<file path="config.mk">
export PLATFORM = sky130hd
export DESIGN_NAME = ext_contact_control_status
export DESIGN_NICKNAME = d
export VERILOG_FILES = /design/src/hw/ext_contact_pkg.sv /design/src/hw/ext_contact_control_status.sv
export SDC_FILE = /design/constraint.sdc
export NUM_CORES = 1
export LEC_CHECK = 0
export ABC_AREA = 1
export BUFFER_PORTS_ARGS = -buffer_cell sky130_fd_sc_hd__buf_2
export CORE_MARGIN = 2
export CORE_UTILIZATION = 30
export DETAILED_ROUTE_END_ITERATION = 6
export PLACE_DENSITY = 0.59
export SLEW_MARGIN = 0
export SYNTH_ARGS = -nofsm -noshare
export SYNTH_HDL_FRONTEND = slang
export SYNTH_SLANG_ARGS = --single-unit
</file>
<file path="constraint.sdc">
create_clock -name core_clk_i -period 1.4 [get_ports core_clk_i]
set_clock_uncertainty 0.2 [all_clocks]
set_input_delay 0.28 -clock core_clk_i [delete_from_list [all_inputs] [get_ports core_clk_i]]
set_output_delay 0.28 -clock core_clk_i [all_outputs]
set_load 0.005 [all_outputs]
</file>
<file path="src/hw/ext_contact_pkg.sv">
// shared constants and carrier types for the rear contact control block
`default_nettype none
package ext_contact_pkg;
   // contact logic modes
   localparam logic [1:0] LOGIC_HIGH_ON  = 2'h0;
   localparam logic [1:0] LOGIC_LOW_ON   = 2'h1;
   localparam logic [1:0] LOGIC_DISABLED = 2'h2;
   localparam logic [1:0] LOGIC_RESET    = 2'h2;
   // debounce time and derived cycle count at 125 MHz
   localparam int DEBOUNCE_US      = 2;
   localparam int CLK_MHZ          = 125;
   localparam int DEBOUNCE_CYCLES  = DEBOUNCE_US * CLK_MHZ;
   localparam int DEB_W            = 8;

   typedef struct packed {
      logic overvoltage_trip;
      logic hardware_overvoltage_trip;
      logic overcurrent_trip;
      logic overtemperature_trip;
      logic mains_failure_trip;
      logic overpower_trip;
   } trip_t;

   typedef struct packed {
      logic alarm_n;
      logic cv_n;
      logic power_off_n;
      logic cc_n;
      logic output_on_n;
   } status_t;

   typedef enum logic [2:0] {
      ST_OFF      = 3'h1,
      ST_ON       = 3'h2,
      ST_SHUTDOWN = 3'h4
   } out_state_t;
endpackage
`default_nettype wire

</file>
<file path="src/hw/ext_contact_control_status.sv">
// output on/off, shutdown latch, alarm clear and status pins for the rear contacts
//
// Notes on behaviour
// - in high-on mode a key press with the contact low leaves output off and flags message one.
// - in low-on mode a key press with the contact high leaves output off and flags message two.
// - under contact control the programmed on and off delays are skipped.
// - a low shutdown contact forces the output off and latches the shutdown.
// - the latch releases only after the contact is open again and alarm clear is held, or reset.
// - shutdown and alarm-clear contacts are always live with no enable setting.
// - shutdown only disables the output stage, never the instrument itself.
// - a low alarm-clear contact clears the latched protection alarm.
// - the alarm status is on while any trip is latched or shutdown is applied.
// - cv status follows cv regulation and cc status follows cc regulation, only while the output is enabled.
// - the power-off status drives low when the instrument powers down.
// - the output-on status is on exactly while the output is enabled.
// - all five status outputs are active low.
// - the logic setting selects high-on (0), low-on (1) or no contact control (2).
// - the logic setting is sampled only once after power-up reset.
`default_nettype none
module ext_contact_control_status
   import ext_contact_pkg::*;
(
   input  wire logic                        core_clk_i,
   input  wire logic                        rst_n_i,
   input  wire logic                        onoff_contact_i,
   input  wire logic                        shutdown_contact_n_i,
   input  wire logic                        alarm_clear_contact_n_i,
   input  wire logic [1:0]                  contact_logic_cfg_i,
   input  wire logic                        output_key_i,
   input  wire logic                        alarm_clear_key_i,
   input  wire logic                        on_delay_done_i,
   input  wire logic                        off_delay_done_i,
   input  wire ext_contact_pkg::trip_t      trip_i,
   input  wire logic                        cv_mode_i,
   input  wire logic                        cc_mode_i,
   input  wire logic                        power_failing_i,
   output logic                             output_enable_o,
   output logic                             msg_expected_high_level_o,
   output logic                             msg_expected_low_level_o,
   output ext_contact_pkg::status_t         status_o
);
   import ext_contact_pkg::*;

   // flow: pins, two-flop sync, debounce, mode decode, output state machine,
   // then registered enable and status lines; every output leaves a flop

   // debounce counter reload value, sized to its counter
   localparam logic [DEB_W-1:0] DEB_LOAD = DEB_W'(DEBOUNCE_CYCLES - 1);

   // two-stage synchronisers for the three contact pins
   // only the second stage feeds logic; the first may still be settling
   logic [2:0] sync_a;
   logic [2:0] sync_b;
   logic [2:0] raw;
   assign raw = {onoff_contact_i, shutdown_contact_n_i, alarm_clear_contact_n_i};

   // debounced levels, held as open (high) from reset like the pull-ups
   logic [2:0]       deb;
   logic [2:0]       next_deb;
   logic [DEB_W-1:0] deb_cnt [3];
   logic [DEB_W-1:0] next_deb_cnt [3];

   // sampled-once configuration
   logic [1:0] mode;
   logic [1:0] next_mode;
   logic       mode_loaded;
   logic       next_mode_loaded;

   // output control state
   out_state_t state;
   out_state_t next_state;
   logic       key_q;
   logic       key_pulse;
   logic       trips_latched;
   logic       next_trips_latched;
   logic       msg_hi;
   logic       next_msg_hi;
   logic       msg_lo;
   logic       next_msg_lo;
   status_t    next_status;
   logic       next_out_en;

   logic onoff_db;
   logic shut_db_n;
   logic clr_db_n;
   logic ext_ctrl;
   logic contact_wants_on;
   logic clear_req;
   logic shutdown_active;

   // counts a stable new level before accepting it; ties the count to the level
   function automatic logic stable_done(input logic [DEB_W-1:0] cnt);
      stable_done = (cnt == '0);
   endfunction

   // any protection source active this cycle
   function automatic logic any_trip(input trip_t t);
      any_trip = |t;
   endfunction

   // contact level that asks for output on under the given mode
   function automatic logic contact_says_on(input logic [1:0] m, input logic level);
      contact_says_on = (m == LOGIC_HIGH_ON) ? level : !level;
   endfunction

   // pins rest open through their pull-ups, so the flops reset to ones
   always_ff @(posedge core_clk_i or negedge rst_n_i) begin
      if (!rst_n_i) begin
         sync_a <= 3'h7;
         sync_b <= 3'h7;
      end else begin
         sync_a <= raw;
         sync_b <= sync_a;
      end
   end

   // debounce: a level change must hold for the full count before it is taken
   // 2 us costs little delay but rides out relay chatter
   always_comb begin
      next_deb = deb;
      for (int i = 0; i < 3; i++) begin
         next_deb_cnt[i] = deb_cnt[i];
         if (sync_b[i] == deb[i]) begin
            next_deb_cnt[i] = DEB_LOAD;
         end else if (stable_done(deb_cnt[i])) begin
            next_deb[i]     = sync_b[i];
            next_deb_cnt[i] = DEB_LOAD;
         end else begin
            next_deb_cnt[i] = deb_cnt[i] - 1'b1;
         end
      end
   end

   // counters start full so the first change needs the whole window
   always_ff @(posedge core_clk_i or negedge rst_n_i) begin
      if (!rst_n_i) begin
         deb <= 3'h7;
         for (int i = 0; i < 3; i++) begin
            deb_cnt[i] <= DEB_LOAD;
         end
      end else begin
         deb <= next_deb;
         for (int i = 0; i < 3; i++) begin
            deb_cnt[i] <= next_deb_cnt[i];
         end
      end
   end

   assign onoff_db  = deb[2];
   assign shut_db_n = deb[1];
   assign clr_db_n  = deb[0];

   // setting is caught once after reset release; later edits wait for power cycle
   // a setting of 3 falls back to no contact control
   always_comb begin
      next_mode        = mode;
      next_mode_loaded = 1'b1;
      if (!mode_loaded) begin
         next_mode = (contact_logic_cfg_i > LOGIC_DISABLED) ? LOGIC_DISABLED
                                                            : contact_logic_cfg_i;
      end
   end

   // reset stands for a power cycle, the only way to change the setting
   always_ff @(posedge core_clk_i or negedge rst_n_i) begin
      if (!rst_n_i) begin
         mode        <= LOGIC_RESET;
         mode_loaded <= 1'b0;
      end else begin
         mode        <= next_mode;
         mode_loaded <= next_mode_loaded;
      end
   end

   // mode decode: contact control unless disabled
   assign ext_ctrl         = mode_loaded && (mode != LOGIC_DISABLED);
   assign contact_wants_on = contact_says_on(mode, onoff_db);
   // rising edge of the key; a held key counts once
   assign key_pulse        = output_key_i && !key_q;
   // clear sources need no enable: both the key and the contact act at any time
   assign clear_req        = alarm_clear_key_i || !clr_db_n;
   // shutdown shows as alarm from the pin and for as long as the latch holds
   assign shutdown_active  = !shut_db_n || (state == ST_SHUTDOWN);

   // output state machine; shutdown is checked first so it wins over everything
   always_comb begin
      next_state  = state;
      next_msg_hi = 1'b0;
      next_msg_lo = 1'b0;
      case (state)
         ST_OFF: begin
            if (!shut_db_n) begin
               next_state = ST_SHUTDOWN;
            end else if (ext_ctrl) begin
               // a latched or fresh trip keeps the contact from restarting the output
               if (contact_wants_on && !trips_latched && !any_trip(trip_i)) begin
                  next_state = ST_ON;
               end else if (key_pulse && !contact_wants_on) begin
                  // refused press: tell the panel which level was expected
                  next_msg_hi = (mode == LOGIC_HIGH_ON);
                  next_msg_lo = (mode == LOGIC_LOW_ON);
               end
            end else if (key_pulse && on_delay_done_i && !trips_latched) begin
               // key mode honours the programmed on delay
               next_state = ST_ON;
            end
         end
         ST_ON: begin
            if (!shut_db_n) begin
               next_state = ST_SHUTDOWN;
            end else if (trips_latched) begin
               // a trip drops the output; key mode needs a fresh press, contact control returns once the latch clears if the contact still asks for on
               next_state = ST_OFF;
            end else if (ext_ctrl) begin
               if (!contact_wants_on) begin
                  next_state = ST_OFF;
               end
            end else if (key_pulse && off_delay_done_i) begin
               // key mode honours the programmed off delay
               next_state = ST_OFF;
            end
         end
         ST_SHUTDOWN: begin
            // contact open again and a clear held; reset also leaves here
            // key presses are ignored until the latch lets go
            if (shut_db_n && clear_req) begin
               next_state = ST_OFF;
            end
         end
         default: begin
            next_state = ST_OFF;
         end
      endcase
   end

   // protection latch: a trip in the clear cycle stays set
   // the set wins so a trip arriving with a clear is never lost
   always_comb begin
      next_trips_latched = trips_latched;
      if (clear_req) begin
         next_trips_latched = 1'b0;
      end
      if (any_trip(trip_i)) begin
         next_trips_latched = 1'b1;
      end
   end

   // shutdown only gates the output stage; the control logic keeps running
   // a trip in this very cycle blocks the enable before the latch has caught it
   assign next_out_en = (next_state == ST_ON) && !any_trip(trip_i);

   // status lines, low means asserted
   // cv and cc report only while the stage is on
   always_comb begin
      next_status.alarm_n     = !(next_trips_latched || shutdown_active);
      next_status.cv_n        = !(cv_mode_i && next_out_en);
      next_status.cc_n        = !(cc_mode_i && next_out_en);
      next_status.power_off_n = !power_failing_i;
      next_status.output_on_n = !next_out_en;
   end

   // control state: output machine, key history and trip latch
   always_ff @(posedge core_clk_i or negedge rst_n_i) begin
      if (!rst_n_i) begin
         state         <= ST_OFF;
         key_q         <= 1'b0;
         trips_latched <= 1'b0;
      end else begin
         state         <= next_state;
         key_q         <= output_key_i;
         trips_latched <= next_trips_latched;
      end
   end

   // refused-press messages, one cycle per press
   always_ff @(posedge core_clk_i or negedge rst_n_i) begin
      if (!rst_n_i) begin
         msg_hi <= 1'b0;
         msg_lo <= 1'b0;
      end else begin
         msg_hi <= next_msg_hi;
         msg_lo <= next_msg_lo;
      end
   end

   // pin-facing flops; reset shows everything idle and power-off low
   always_ff @(posedge core_clk_i or negedge rst_n_i) begin
      if (!rst_n_i) begin
         output_enable_o <= 1'b0;
         status_o        <= 5'h1B;  // only power_off_n low
      end else begin
         output_enable_o <= next_out_en;
         status_o        <= next_status;
      end
   end

   // message pins are the pulse flops themselves
   assign msg_expected_high_level_o = msg_hi;
   assign msg_expected_low_level_o  = msg_lo;
endmodule
`default_nettype wire

</file>
==> results of run 1 <==
## power groups by stage
stage          clock network [W]  logic, W  registers, W
2_1_floorplan                  0  0.000143       0.00156
3_3_place_gp                   0  0.000260       0.00156
3_5_place_dp                   0  0.000266       0.00156
4_1_cts                  0.00109  0.000393       0.00155
5_1_grt                  0.00115  0.000515       0.00157
6_report                 0.00106  0.000460       0.00156
## synthesized netlist by cell type (2+ instances only)
| cell | count | share of area |
|---|---|---|
| a21oi_1 | 8 | 0.018 |
| dfrtp_1 | 16 | 0.18 |
| dfstp_2 | 33 | 0.38 |
| ha_1 | 6 | 0.033 |
| inv_1 | 29 | 0.048 |
| inv_2 | 4 | 0.0067 |
| nand2_1 | 53 | 0.088 |
| nand2_2 | 4 | 0.011 |
| nand3_1 | 22 | 0.049 |
| nand3_2 | 2 | 0.0089 |
| nor2_1 | 36 | 0.060 |
| nor2_2 | 3 | 0.0083 |
| nor3_1 | 2 | 0.0044 |
| o211ai_1 | 3 | 0.010 |
| o21ai_0 | 6 | 0.013 |
| or2_2 | 5 | 0.014 |
| xnor2_1 | 3 | 0.012 |
| xor2_1 | 6 | 0.023 |
## per-layer routing
| layer | vias to the layer above | GRT usage | wire length (um) | share of wire |
|---|---|---|---|---|
| met5 | - | 0 | 0 | 0 |
| met4 | 0 | 0.0449 | 85 | 0.017 |
| met3 | 8 | 0.0334 | 142 | 0.029 |
| met2 | 30 | 0.218 | 2520 | 0.52 |
| met1 | 901 | 0.138 | 2110 | 0.43 |
| li1 | 963 | - | - | - |
## sequential cells by signal (all words and copies together) (netlist names)
signal                     flops
deb_cnt                       24
status_o                       5
deb                            3
state                          3
sync_a                         3
sync_b                         3
mode                           2
key_q                          1
mode_loaded                    1
msg_expected_high_level_o      1
msg_expected_low_level_o       1
output_enable_o                1
trips_latched                  1
## logic make-up (layout without fill, tap and decap cells)
logic type                 Yosys count  after routing
AOI/OAI and AO/OA                   20             20
xor gates and xnor gates             9              9
adders and majority gates            6              6
buffers and inverters               34            129
DFF                                 49             49
muxes                                1              1
other                                1              1
and+or+nand+nor                    129            129
## critical path, stage by stage, from the launching register on
cell	delay, ps
dfstp_2	580
inv_2	60
nand2_2	80
nand2_4	80
nor2_4	110
nor2_1	50
nand2_1	50
nand2_1	60
nand3_2	90
nor2_4	50
nand2_2	60
inv_2	30
## timing repair
action / in CTS / in global routing
setup buffers: 17 / 9
endpoints found under the hold margin: 24 / 0
setup endpoints to repair: 37 / 34
gates resized for setup: 62 / 50
hold buffers: 9 / 0
pin swaps: 23 / 27
## placed cells by master, fill, tap and decap left out, types with 12 or more instances in the layout
| master | instances |
|---|---|
| buf_2 | 27 |
| buf_4 | 44 |
| dfrtp_1 | 15 |
| dfstp_2 | 33 |
| inv_1 | 14 |
| inv_2 | 14 |
| nand2_1 | 36 |
| nand2_2 | 12 |
| nand3_2 | 12 |
| nor2_1 | 24 |
## final cells by class
type / count / area share
clock inverter: 1 / 0.00847
tap: 99 / 0.0349
multi-input combinational: 166 / 0.354
sequential: 49 / 0.358
timing repair buffer: 87 / 0.181
clock buffer: 7 / 0.0243
inverter: 34 / 0.0395
## stage by stage
| step | hold WS, ps | power (W) |
|---|---|---|
| floorplan | -216 | 0.00170 |
| global placement | 86.8 | 0.00182 |
| detailed placement | 89.7 | 0.00183 |
| CTS | 21.5 | 0.00303 |
| global route | 27.4 | 0.00324 |
| finish | 15.4 | 0.00307 |
## path summary, 6_finish.rpt
| kind | startpoint | to | slack [ps] | cells after the start |
|---|---|---|---|---|
| max | mode[1] | output_enable_o | -200 | 11 |
| min | contact_logic_cfg_i[1] | mode[0] | 20 | 4 |
| max reg2reg | mode[1] | output_enable_o | -200 | 11 |
| min reg2reg | sync_a[2] | sync_b[2] | 150 | 0 |
| max in group asynchronous | rst_n_i | deb[1] | 420 | 3 |
| min in group asynchronous | rst_n_i | status_o[2] | 280 | 3 |
==> impl_metrics.yaml, run 1 <==
detailed_routing:
  routed-via-count: 1902
  viasPerCell: 4.29
  ant_nets: 0
  routed_wl_mm: 4.86
  wire_per_inst_um: 11.0
  drt_pass1_iterations: 4
  drtIter0Drc: 52
  drc: 0
power:
  switching_power_w: 0.000750
  p_sw_frac: 0.244
  p_seq_frac: 0.507
  irDropWorstVdd_v: 0.000373
  power_density_mw_per_mm2: 866
  clkPwrFrac: 0.343
  comb_power_share: 0.150
  leakage_nw: 1.56
  internal_power_w: 0.00232
floorplanning:
  ios: 28
  start_util: 0.311
  die_h_um: 90.7
  placeableCoreArea_mm2: 0.00725
  fp.dieW_um: 90.7
  num_rows: 31
  die_area_mm2: 0.00822
sta:
  layout_setup_ws_ps: -200
  fin_crit_sh: 1.14
  rsz0062_at_grt: "true"
  fmax_mhz: 625
  min_period_ps: 1600
  hold_violations: 0
  setup_viol: 12
  fin_setup_tns_ps: -1520
  final-max-slew-violation-count: 0
place:
  dp_slack_ps: -185
  gp_congestion: 0.768
  hpwl_mm: 2.93
  placed_cells: 402
  place_area_mm2: 0.00276
  io_buffers: 27
final_layout:
  nFillCells: 663
  n_antenna_cell: 0
  post-route-util: 0.489
  drive_above_1_share: 0.625
  multi_input_area_mm2: 0.00125
  final_area_mm2: 0.00355
  regArea_mm2: 0.00127
  final_cells: 443
  synthToLayoutAreaGrowth_pct: 57.4
  final_nets: 369
yosys:
  ys_types: 26
  synth_area_mm2: 0.00225
  yosys_warnings: 0
  async_reset_ff_frac: 1.00
  ys_seq_elements: 49
  synthFlopType: "dfstp_2"
  synthesis.nets: 275
  synth_top_family_by_area: "simple AND/OR/NAND/NOR gates"
  ys_seq_area_frac: 0.562
  syn_area_per_cell_um2: 9.05
  synthCells: 249
  synthXorXnorAreaFrac: 0.0350
  synth_compound_area_frac: 0.0544
  synth.area.mux_share: 0.00500
  synth_edf_count: 0
  synthAdderAreaFrac: 0.0333
  yosys.area_share.simple: 0.252
min_path:
  hold_class: "in2reg"
outcome:
  violations: "negative setup slack"
  status: "finished with violations"
grt:
  grt_pass1_vias: 1925
  antenna_found_initial: 0
  grt_pass1_wl_mm: 8.19
  grt_overflow: 0
  track_usage: 0.122
  grt_max_degree: 50
critical_path:
  cp_max_fo: 3
  arrival_ps: 1610
  cp.required_ps: 1410
  startpoint_type: "register"
  crit_type: "reg2reg"
  cp-end-kind: "register"
clock_tree:
  cts_made_buffers: 5
  cts.sinks: 49
  cts_tree: "yes"
  clk_path_buf_depth: 2
  htreeDepth: 2
  cts.clk_slew.worst_paths_ps: 100
  cts_root_buffer: "clkbuf_8"
  clk-insertion-delay-late_ps: 300
job:
  maxCapViolCount: 0
(Power assumes the default switching activity.)
==> run 2, diff against run 1 <==
Settings changed: CELL_PAD_IN_SITES_DETAIL_PLACEMENT set to 0, CELL_PAD_IN_SITES_GLOBAL_PLACEMENT set to 2, CORE_UTILIZATION 30 to 32, PLACE_DENSITY 0.59 to 0.86.
==> run 2 against run 1 <==
  * The run still ends with negative setup slack left
  * Combinational power barely moved
  * Count of clock-buffer cells in the layout did not move
  * Total power fell by 5.1%
  * Die area fell by 6.0%
  * Worst setup slack got worse by 5.7 ps
  * Wire length fell by 0.90%
  * Flip-flop and latch count did not move
  * Non-clock buffer count fell by 4
  * Register-to-register slack barely moved
  * Critical endpoint unchanged
  * Largest power group unchanged
==> impl_metrics.yaml, run 2 (synthesis results as in run 1) <==
final_layout:
  final_area_mm2: 0.00352
  final_cell_mix: "40 x buf_4, 33 x dfstp_2, 31 x nand2_1"
  largest_reg_flops: 24
  synthToLayoutAreaGrowth_pct: 56.2
  top_regs: "deb_cnt: 24 flops, status_o: 5 flops"
  final_nets: 365
  nFillCells: 605
  layout_commonest_cell: "buf_4"
  drive_above_1_share: 0.641
  n_antenna_cell: 0
  largest_register: "deb_cnt"
clock_tree:
  cts_tree: "yes"
  cts_made_buffers: 5
  clk-insertion-delay-late_ps: 300
  clk_path_buf_depth: 2
  cts.sinks: 49
  cts_root_buffer: "clkbuf_8"
  htreeDepth: 2
  cts.clk_slew.worst_paths_ps: 90
critical_path:
  r2r_end: "output_enable_o"
  ff2ff_path_depth: 10
  startpoint_type: "register"
  reg2reg_slack_ps: -210
  startpoint: "mode[1]"
  cp.required_ps: 1400
  cp_max_fo: 3
  rr_startpoint: "mode[1]"
  cp-end-kind: "register"
  crit_type: "reg2reg"
  arrival_ps: 1600
outcome:
  violations: "negative setup slack"
  status: "finished with violations"
sta:
  setup_viol: 21
  fmax_mhz: 623
  fin_crit_sh: 1.15
  hold_violations: 0
  final-max-slew-violation-count: 0
  min_period_ps: 1610
  layout_setup_ws_ps: -205
  rsz0062_at_grt: "true"
floorplanning:
  die_h_um: 87.9
  die_area_mm2: 0.00773
  start_util: 0.332
  placeableCoreArea_mm2: 0.00679
  ios: 28
  num_rows: 30
  fp.dieW_um: 87.9
detailed_routing:
  drc: 0
  viasPerCell: 4.19
  drtIter0Drc: 50
  drt_pass1_iterations: 4
  routed_wl_mm: 4.82
  ant_nets: 0
  routed-via-count: 1827
  wire_per_inst_um: 11.1
power:
  switching_power_w: 0.000732
  p_sw_frac: 0.251
  power_w: 0.00292
  p_seq_frac: 0.535
  leakage_nw: 1.54
  comb_power_share: 0.157
  clkPwrFrac: 0.308
  power_density_mw_per_mm2: 828
  internal_power_w: 0.00218
  irDropWorstVdd_v: 0.000635
grt:
  antenna_found_initial: 0
  grt_max_degree: 50
  grt_pass1_wl_mm: 7.25
  track_usage: 0.121
  grt_overflow: 0
  grt_pass1_vias: 1740
place:
  dp_slack_ps: -226
  place_area_mm2: 0.00279
  gp_congestion: 0.802
  hpwl_mm: 3.14
  io_buffers: 27
min_path:
  min_to: "mode[0]"
  holdPathStages: 4
  min_from: "contact_logic_cfg_i[1]"
  hold_class: "in2reg"
job:
  maxCapViolCount: 0
run 2: cell types whose count changed in the layout (fill, tap and decap cells not counted), sizes merged:
cell    change
bufinv      -1
buf         -4
clkinv      +1
run 2: worst max-delay path by stage:
stage	end	slack [ps]	cells past startpoint
after floorplan	output_enable_o	-80	11
after global placement	output_enable_o	-210	10
after detailed placement	output_enable_o	-230	10
after CTS	output_enable_o	-220	11
after global routing	output_enable_o	-260	10
final	output_enable_o	-210	10
run 2: what timing repair did:
| item | CTS | global route |
|---|---|---|
| pin swaps | 21 | 24 |
| endpoints found under the setup margin | 36 | 36 |
| resized for setup | 50 | 67 |
| endpoints found under the hold margin | 24 | 0 |
| buffers inserted | 6 | 10 |
| hold buffers | 9 | 0 |
run 2: layout make-up:
class	instances	area [um2]	share of cell area
tap	96	120	0.0341
clock buffer	7	96.3	0.0274
timing repair buffer	83	613	0.174
multi-input combinational	166	1270	0.361
sequential	49	1270	0.361
inverter	34	145	0.0412
clock inverter	1	5.00	0.00142
run 2: worst max-delay path, stage by stage (launching register included):
cell and delay [ps]:
dfstp_2 570, buf_4 140, o21ai_4 60, nand2_4 90, inv_2 40, nand2_2 70
nand3_2 80, nand3_4 100, nor2_4 50, nand2_2 70, inv_2 30
run 2: stage by stage:
step / hold WS [ps] / util / std cells / TNS, ps
after detailed placement: 88.6 / 0.410 / 403 / -2500
after global routing: 34.1 / 0.518 / 436 / -3340
after global placement: 87.7 / 0.410 / 403 / -2200
final: 22.5 / 0.518 / 436 / -1620
after floorplan: -216 / - / 249 / -319
after CTS: 17.8 / 0.467 / 426 / -1380
run 2: power by group through the flow:
stage	sequential (W)	combinational [W]	clock, W
detailed placement	0.00156	0.000276	0
floorplan	0.00156	0.000143	0
finish	0.00156	0.000457	0.000899
global placement	0.00156	0.000274	0
CTS	0.00155	0.000348	0.000954
global route	0.00157	0.000506	0.00101
run 2: layer usage:
| layer | global-route usage | vias to the layer above | part of all wire |
|---|---|---|---|
| met3 | 0.0311 | 5 | 0.026 |
| met4 | 0.0336 | 0 | 0.0075 |
| met1 | 0.139 | 852 | 0.44 |
| met5 | 0 | - | 0 |
| li1 | - | 951 | - |
| met2 | 0.221 | 19 | 0.53 |
